[src/wave_meas_map.svh]
// Offsets, field positions and reset values of the wave measurement timer.
`ifndef WAVE_MEAS_MAP_SVH
`define WAVE_MEAS_MAP_SVH
`define WM_ADDR_CTRL    4'h0
`define WM_ADDR_LATCH   4'h4
`define WM_ADDR_COUNT   4'h8
`define WM_ADDR_STATUS  4'hC
`define WM_ADDR_MASK    4'h1
`define WM_ADDR_MASK_HI 4'h1
`define WM_BIT_MEAS     3
`define WM_BIT_CMPTYPE  4
`define WM_BIT_POL      5
`define WM_BIT_OUTEN    7
`define WM_BIT_RESET    0
`define WM_ST_FLAG      0
`define WM_ST_EXPIRY    1
`define WM_CTRL_RESET   8'h01
`define WM_LATCH_RESET  16'hFFFF
`define WM_MASK_RESET   2'h0
`endif

[src/wave_meas_pkg.sv]
// Types shared by the wave measurement timer files.
package wave_meas_pkg;
  typedef enum logic [1:0] {
    MODE_FREQ_CLR  = 2'b00,
    MODE_FREQ_SET  = 2'b01,
    MODE_PULSE_CLR = 2'b10,
    MODE_PULSE_SET = 2'b11
  } meas_mode_e;
  typedef logic [15:0] count_t;
endpackage

[src/gate_sync.sv]
// Gate input synchroniser with edge detection.
`timescale 1ns/100ps
`default_nettype none
module gate_sync
(
  input  wire logic clk_i,
  input  wire logic rst_i,
  input  wire logic gate_i,
  output logic      level_o,
  output logic      rise_o,
  output logic      fall_o
);
  logic meta;
  logic sync;
  logic prev;

  // Two flops catch the gate, a third remembers the old level.
  // They reset to the idle high level so that no false edge follows reset.
  always_ff @(posedge clk_i)
  begin
    if (rst_i)
    begin
      meta <= 1'b1;
      sync <= 1'b1;
      prev <= 1'b1;
    end
    else
    begin
      meta <= gate_i;
      sync <= meta;
      prev <= sync;
    end
  end

  // Edges come from the settled level only.
  assign level_o = sync;
  assign rise_o  = sync & ~prev;
  assign fall_o  = ~sync & prev;
endmodule // gate_sync
`default_nettype wire

[src/timer_wave_measurement.sv]
// Wave measurement channel of a programmable timer with a Wishbone slave.
//
// Overview of operation
// - Freq mode, polarity set: gate fall before expiry, no flag, restarts count.
// - Period check repeats each gate cycle until mode change or overlong cycle.
// - Compare type bit one: pulse width mode; rising gate ends the count.
// - Pulse mode, polarity clear: flag when low interval ends before expiry.
// - Pulse mode, polarity set: flag when expiry comes before gate rises.
// - Pulse mode: rising gate stops and holds counter for software to read.
// - Freq, polarity set: early expiry flags, stops; restart needs clear and fall.
// - Freq, polarity clear: second fall flags; first expiry recycles, blocks flags.
// - Output low until first expiry, then high, then toggles each expiry.
`timescale 1ns/100ps
`default_nettype none
`include "wave_meas_map.svh"
module timer_wave_measurement
  import wave_meas_pkg::*;
(
  input  wire logic        clk_i,
  input  wire logic        rst_i,
  input  wire logic        cyc_i,
  input  wire logic        stb_i,
  input  wire logic        we_i,
  input  wire logic [3:0]  adr_i,
  input  wire logic [3:0]  sel_i,
  input  wire logic [31:0] dat_i,
  output logic      [31:0] dat_o,
  output logic             ack_o,
  input  wire logic        gate_i,
  output logic             timer_out_pin_o,
  output logic             irq_o
);
  logic [7:0]  ctrl;
  count_t      latch;
  count_t      counter;
  logic        count_en;
  logic        flag;
  logic        expiry_sticky;
  logic [1:0]  mask;
  logic        blocked;
  logic        expired_once;
  logic        gate_lvl;
  logic        gate_rise;
  logic        gate_fall;
  logic        req;
  logic        wr;
  logic        latch_wr;
  logic        timer_reset;
  logic        measuring;
  logic        count_expiry;
  logic        init;
  logic        flag_set;
  logic        ce_set;
  logic        ce_clr;
  meas_mode_e  mode;

  // Decodes one word address of the register map.
  function automatic logic hit(input logic [3:0] a, input logic [3:0] off);
    hit = (a == off);
  endfunction

  //////////////////////////////////////////////////////////////////////////////
  // Gate conditioning.
  // Synchronised gate edges.
  gate_sync u_gate_sync
  (
    .clk_i   (clk_i),
    .rst_i   (rst_i),
    .gate_i  (gate_i),
    .level_o (gate_lvl),
    .rise_o  (gate_rise),
    .fall_o  (gate_fall)
  );

  //////////////////////////////////////////////////////////////////////////////
  // Bus decode and mode selection.
  assign req         = cyc_i & stb_i & ~ack_o;
  assign wr          = req & we_i & sel_i[0];
  assign latch_wr    = wr & hit(adr_i, `WM_ADDR_LATCH);
  assign timer_reset = ctrl[`WM_BIT_RESET];
  assign measuring   = ctrl[`WM_BIT_MEAS];
  assign mode = meas_mode_e'({ctrl[`WM_BIT_CMPTYPE], ctrl[`WM_BIT_POL]});
  assign count_expiry = count_en & (counter == 16'h0000);

  // Counter initialisation, enable and flag conditions per mode.
  always_comb
  begin
    init     = timer_reset;
    flag_set = 1'b0;
    ce_clr   = latch_wr | timer_reset | flag;
    ce_set   = 1'b0;
    if (measuring)
    begin
      unique case (mode)
        MODE_FREQ_CLR:
        begin
          // Fall while counting flags unless first expiry blocked it.
          init     = init | (gate_fall & ~flag & (~count_en | expired_once));
          flag_set = gate_fall & count_en & ~blocked & ~expired_once;
        end
        MODE_FREQ_SET:
        begin
          // Fall with no flag restarts the count.
          init     = init | (gate_fall & ~flag);
          flag_set = count_expiry & ~expired_once;
        end
        MODE_PULSE_CLR:
        begin
          init     = init | (gate_fall & ~flag);
          flag_set = gate_rise & count_en & ~expired_once;
        end
        MODE_PULSE_SET:
        begin
          init     = init | (gate_fall & ~flag);
          flag_set = count_expiry & ~expired_once & ~gate_lvl;
        end
      endcase
      ce_set = gate_fall & ~flag & ~latch_wr & ~timer_reset;
      if (ctrl[`WM_BIT_CMPTYPE])
        ce_clr = ce_clr | gate_lvl;
    end
  end

  //////////////////////////////////////////////////////////////////////////////
  // Control, latch and mask registers.
  always_ff @(posedge clk_i)
  begin
    if (rst_i)
    begin
      ctrl  <= `WM_CTRL_RESET;
      latch <= `WM_LATCH_RESET;
      mask  <= `WM_MASK_RESET;
    end
    else if (wr)
    begin
      if (hit(adr_i, `WM_ADDR_CTRL))
        ctrl <= dat_i[7:0];
      if (latch_wr)
        latch <= {sel_i[1] ? dat_i[15:8] : latch[15:8], dat_i[7:0]};
      if (hit(adr_i, `WM_ADDR_MASK))
        mask <= dat_i[1:0];
    end
  end

  //////////////////////////////////////////////////////////////////////////////
  // Counter and count enable.
  always_ff @(posedge clk_i)
  begin
    if (rst_i)
    begin
      counter      <= `WM_LATCH_RESET;
      count_en     <= 1'b0;
      expired_once <= 1'b0;
    end
    else
    begin
      if (ce_clr)
        count_en <= 1'b0;
      else if (ce_set)
        count_en <= 1'b1;
      if (init)
      begin
        counter      <= latch;
        expired_once <= 1'b0;
      end
      else if (count_expiry)
      begin
        counter      <= latch;
        expired_once <= 1'b1;
      end
      else if (count_en & ~ce_clr)
        counter <= counter - 16'h0001;
    end
  end

  // Block further flags after first expiry in freq mode, polarity clear.
  always_ff @(posedge clk_i)
  begin
    if (rst_i | init)
      blocked <= 1'b0;
    else if (count_expiry & (mode == MODE_FREQ_CLR))
      blocked <= 1'b1;
  end

  //////////////////////////////////////////////////////////////////////////////
  // Status flags, cleared by writing one; a set wins.
  always_ff @(posedge clk_i)
  begin
    if (rst_i)
    begin
      flag          <= 1'b0;
      expiry_sticky <= 1'b0;
    end
    else
    begin
      if (flag_set)
        flag <= 1'b1;
      else if (wr & hit(adr_i, `WM_ADDR_STATUS) & dat_i[`WM_ST_FLAG])
        flag <= 1'b0;
      if (count_expiry)
        expiry_sticky <= 1'b1;
      else if (wr & hit(adr_i, `WM_ADDR_STATUS) & dat_i[`WM_ST_EXPIRY])
        expiry_sticky <= 1'b0;
    end
  end

  // Interrupt output from unmasked status.
  always_ff @(posedge clk_i)
  begin
    if (rst_i)
      irq_o <= 1'b0;
    else
      irq_o <= |({expiry_sticky, flag} & mask);
  end

  //////////////////////////////////////////////////////////////////////////////
  // Timer output.
  always_ff @(posedge clk_i)
  begin
    if (rst_i)
      timer_out_pin_o <= 1'b0;
    // Low at init, toggles on expiry.
    else if (~ctrl[`WM_BIT_OUTEN] | init)
      timer_out_pin_o <= 1'b0;
    else if (count_expiry)
      timer_out_pin_o <= ~timer_out_pin_o;
  end

  //////////////////////////////////////////////////////////////////////////////
  // Bus answer: one registered ack a cycle after the request, zero for unmapped reads.
  always_ff @(posedge clk_i)
  begin
    if (rst_i)
    begin
      ack_o <= 1'b0;
      dat_o <= 32'h0000_0000;
    end
    else
    begin
      ack_o <= req;
      dat_o <= 32'h0000_0000;
      if (req & ~we_i)
      begin
        if (hit(adr_i, `WM_ADDR_CTRL))
          dat_o <= {24'h000000, ctrl};
        else if (hit(adr_i, `WM_ADDR_MASK))
          dat_o <= {30'h00000000, mask};
        else if (hit(adr_i, `WM_ADDR_LATCH))
          dat_o <= {16'h0000, latch};
        else if (hit(adr_i, `WM_ADDR_COUNT))
          dat_o <= {16'h0000, counter};
        else if (hit(adr_i, `WM_ADDR_STATUS))
          dat_o <= {29'h00000000, count_en, expiry_sticky, flag};
      end
    end
  end

  //////////////////////////////////////////////////////////////////////////////
  // Checks.
  flag_pulse_a: assert property (@(posedge clk_i) disable iff (rst_i)
    (measuring && mode == MODE_PULSE_CLR && gate_rise && count_en
     && !expired_once) |=> flag) else $error("pulse flag missed");
  flag_exp_a: assert property (@(posedge clk_i) disable iff (rst_i)
    (measuring && mode == MODE_PULSE_SET && count_expiry && !expired_once
     && !gate_lvl) |=> flag) else $error("expiry flag missed");
  hold_cnt_a: assert property (@(posedge clk_i) disable iff (rst_i)
    (measuring && ctrl[`WM_BIT_CMPTYPE] && gate_lvl && !init)
    |=> !count_en) else $error("pulse count not held");
  ce_latch_a: assert property (@(posedge clk_i) disable iff (rst_i)
    latch_wr |=> !count_en) else $error("enable kept on latch write");
  restart_a: assert property (@(posedge clk_i) disable iff (rst_i)
    (measuring && mode == MODE_FREQ_SET && gate_fall && !flag && !timer_reset)
    |=> counter == latch) else $error("no restart");
  stop_a: assert property (@(posedge clk_i) disable iff (rst_i)
    (flag && !ce_set) |=> !count_en) else $error("counter ran");
  block_a: assert property (@(posedge clk_i) disable iff (rst_i)
    (measuring && mode == MODE_FREQ_CLR && expired_once && !init)
    |-> !flag_set) else $error("flag after block");
  out_low_a: assert property (@(posedge clk_i) disable iff (rst_i)
    init |=> !timer_out_pin_o) else $error("output not low");
  sync_a: assert property (@(posedge clk_i) disable iff (rst_i)
    gate_rise |-> gate_lvl ##1 !gate_rise) else $error("bad edge");
  repeat_a: assert property (@(posedge clk_i) disable iff (rst_i)
    (measuring && mode == MODE_FREQ_SET && gate_fall && !flag)
    |-> !flag_set || count_expiry) else $error("spurious flag");
  pulse_rise_a: assert property (@(posedge clk_i) disable iff (rst_i)
    (measuring && mode[1] && gate_fall) |-> !flag_set)
    else $error("fall ended pulse count");
endmodule // timer_wave_measurement
`default_nettype wire

[config.mk]
export PLATFORM = sky130hd
export DESIGN_NAME = timer_wave_measurement
export DESIGN_NICKNAME = d
export VERILOG_FILES = /design/src/wave_meas_pkg.sv /design/src/gate_sync.sv /design/src/timer_wave_measurement.sv
export VERILOG_INCLUDE_DIRS = /design/src
export SDC_FILE = /design/constraint.sdc
export NUM_CORES = 1
export LEC_CHECK = 0
export ABC_AREA = 1
export ABC_CLOCK_PERIOD_IN_PS = 3500
export BUFFER_PORTS_ARGS = -buffer_cell sky130_fd_sc_hd__buf_2
export CORE_MARGIN = 2
export CORE_UTILIZATION = 52
export CTS_CLUSTER_DIAMETER = 40
export DETAILED_ROUTE_END_ITERATION = 8
export GPL_TIMING_DRIVEN = 0
export MAX_ROUTING_LAYER = met4
export PLACE_DENSITY = 0.75
export SLEW_MARGIN = 20
export SYNTH_ARGS = -nofsm -noshare
export SYNTH_HDL_FRONTEND = slang
export SYNTH_SLANG_ARGS = --single-unit
[constraint.sdc]
create_clock -name clk_i -period 3.5 [get_ports clk_i]
set_clock_uncertainty 0.15 [all_clocks]
set_input_delay 0 -clock clk_i [delete_from_list [all_inputs] [get_ports clk_i]]
set_output_delay 0 -clock clk_i [all_outputs]
set_load 0.01 [all_outputs]
==> out/metrics.yaml <==
status: "finished, final reports clean"
synth-async-reset-ratio: 0
arrival_ns: 3.00
timing.max_slew.rel_slack: 0.535
grt_start_max_net_pins: 14
cell_variety_after_synth: 37
maxSlewViolCount: 0
cts_made_buffers: 9
tritoncts: "done"
route.vias.total: 3658
synth.top_cells.by_area: "sky130_fd_sc_hd__dfxtp_1, sky130_fd_sc_hd__nand2_1, sky130_fd_sc_hd__nand3_1"
cts_max_path_buffers: 2
ys_seq_elements: 69
drt_pre_antenna_iters: 5
core_um2: 6680
report.power.total_mw: 1.73
via_count_of_the_first_global_routing_pass: 3538
drc_errors: 0
synth_sequential_area_ratio: 0.390
synthMostInstantiatedCell: "sky130_fd_sc_hd__nand2_1"
ir_worst_vdd_uv: 301
wl_mm: 9.88
setup_ws_ns: 0.640
crit_required_ns: 3.64
cpMostUsedCell: "sky130_fd_sc_hd__dlygate4sd3_1"
layout_min_cycle_time_ns: 2.86
first_pass_grt_wire_length_mm: 16.4
final-hold-violation-count: 0
dpl.hpwl_mm: 6.64
synth.largest_area_cell: "sky130_fd_sc_hd__dfxtp_1"
clock.fmax_mhz: 350
first_iter_violations: 250
timing.critical_path.from_type: "input port"
routabilityCongestion: 0.916
crit_path_max_incr_delay_ns: 0.62
antennaDiodeCount: 0
fin_tns_setup_ns: 0
antenna_left: 0
slowest_stage: "sky130_fd_sc_hd__dlygate4sd3_1"
grt_remaining_overflow: 0
clk_pin_slew_worst_paths_ns: 0.08
synth_flop_cell: "sky130_fd_sc_hd__dfxtp_1"
chipHeight_um: 86.5
cts.sink_count: 69
netlist_area_um2: 3540
floorplan.rows: 30
hp_start: "sel_i[1]"
maximum_capacitance_violations: 0
setup_violations: 0
dieArea_um2: 7480
post_cts.resized_instances: 0
fin_worst_hold_slack_ns: 0.201
die_width_um: 86.5
worst_hold_path_type: "input port to register"
series_of_cell_instances_along_the_critical_path: "dlygate4sd3_1, buf_2, nand2_1, dlygate4sd3_1, nor2_2, nand2_1, inv_1, buf_4, nand3_1, dlygate4sd3_1, nand3_1"
synth_top_area_frac: 0.390
worstPathMaxFanout: 10
worstMarginPinSlew_ns: 0.697
number_of_antenna_violations_at_the_first_check_in_global_routing: 0
post_drt_via_cell_ratio: 5.40
floorplan.initialDensity: 0.530
area_growth_pct: 28.2
p_leak_nw: 2.02
critical_path_class: "input port to register"
worst_skew_pair.late_latency_ns: 0.36
setup_repair_after_global_routing_missed_its_margin: "no"
postSynthCellCount: 484
yosys-top-cells-count: "sky130_fd_sc_hd__nand2_1, sky130_fd_sc_hd__dfxtp_1, sky130_fd_sc_hd__nand3_1, sky130_fd_sc_hd__inv_1, sky130_fd_sc_hd__nor2_1"
cts-root-buf: "sky130_fd_sc_hd__clkbuf_8"
postCtsSetupBuffers: 0
share_of_the_core_filled_with_cells: 0.679
io_pins: 81
final_net_count: 640
dpl_worst_slack_ns: 1.70
worstSetupStartpoint: "we_i"
port-buffer-count: 45
power_density_nw_per_um2: 380
synth-edff-count: 0
critPathCaptureType: "register"
yosysWarningCount: 0
grt.total_usage: 0.286
critical_path.reg2reg.startpoint: "ack_o"
ctsHtreeMaxLevel: 3
period_share: 0.817
drt-wirelength-per-cell_um: 14.6
final_layout_size_suffix_gt1_frac: 0.223
synth_area_per_cell_um2: 7.31
-- placed cells by master, fill, tap and decap left out, types with 2 or more instances in the layout --
cell type                       count
sky130_fd_sc_hd__inv_2              4
sky130_fd_sc_hd__a21oi_2           10
sky130_fd_sc_hd__dfxtp_1           69
sky130_fd_sc_hd__o22ai_1            9
sky130_fd_sc_hd__clkbuf_8           9
sky130_fd_sc_hd__bufinv_16          3
sky130_fd_sc_hd__buf_4             20
sky130_fd_sc_hd__nand3_2           10
sky130_fd_sc_hd__o21ai_0           19
sky130_fd_sc_hd__nand3_1           64
sky130_fd_sc_hd__conb_1            16
sky130_fd_sc_hd__nor2_1            40
sky130_fd_sc_hd__clkbuf_1           5
sky130_fd_sc_hd__nand2_1           96
sky130_fd_sc_hd__inv_1             50
sky130_fd_sc_hd__nand2_2           11
sky130_fd_sc_hd__dlygate4sd3_1     37
sky130_fd_sc_hd__buf_2             50
sky130_fd_sc_hd__or2_2              2
sky130_fd_sc_hd__inv_6              2
sky130_fd_sc_hd__a21oi_1           23
sky130_fd_sc_hd__o211ai_1           8
sky130_fd_sc_hd__ha_1               2
sky130_fd_sc_hd__nor2_2             3
sky130_fd_sc_hd__nand4_1            9
sky130_fd_sc_hd__xor2_1             9
-- per-stage QoR --
step                instances  area, um2
floorplan                 499       3590
global placement          624       3920
detailed placement        624       3920
CTS                       677       4540
global route              677       4540
finish                    677       4540
-- worst max-delay path: cells and delay by family --
kind	cells	cell delay, ns
buffers and inverters	6	2.25
AND/OR/NAND/NOR	5	0.76
-- worst paths after layout --
path | endpoint | slack [ns] | cells past startpoint
setup / recovery | latch[13] | 0.64 | 11
hold / removal | latch[8] | 0.20 | 4
setup reg to reg | latch[13] | 1.01 | 9
hold reg to reg | u_gate_sync.level_o | 0.27 | 1
-- kinds of logic (layout without fill, tap and decap cells) --
kind of cell	Yosys count	in the layout	synth area share
other cells	1	16	0.00106
buf+inv	88	186	0.123
fa+ha+maj	2	2	0.00707
xor+xnor	9	9	0.0223
compound gates	73	73	0.126
flops	69	69	0.390
simple gates	242	242	0.331
-- final cells by class --
class                      instances  area, um2
inverter                          55        206
timing repair buffer              82        596
fill                             568       2150
buffer                            33        229
multi-input combinational        342       1780
clock inverter                     7        121
clock buffer                       9        124
sequential                        69       1380
tap                               80        100
-- state kept, by name, summed over array words and instances, names as in the netlist, 2 cells and up --
name     flops
dat_o       16
ctrl         8
mask         2
latch       16
counter     16
-- where the power goes --
| group | switching (mW) | leakage, nW | internal (mW) |
|---|---|---|---|
| combinational | 0.0653 | 1.34 | 0.0569 |
| clock | 0.333 | 0.124 | 0.478 |
| sequential | 0.00284 | 0.558 | 0.789 |
-- timing repair --
item,in CTS,in global routing
endpoints found under the setup margin,0,0
hold buffers,37,0
endpoints found under the hold margin,46,0
-- metal layers --
| layer | track usage | routed length (um) | up-vias |
|---|---|---|---|
| li1 | - | - | 1771 |
| met1 | 0.338 | 4060 | 1661 |
| met2 | 0.477 | 4770 | 175 |
| met3 | 0.0524 | 651 | 51 |
| met4 | 0.122 | 395 | 0 |
| met5 | - | 0 | - |
No activity file was read; power rests on OpenSTA's default activity.
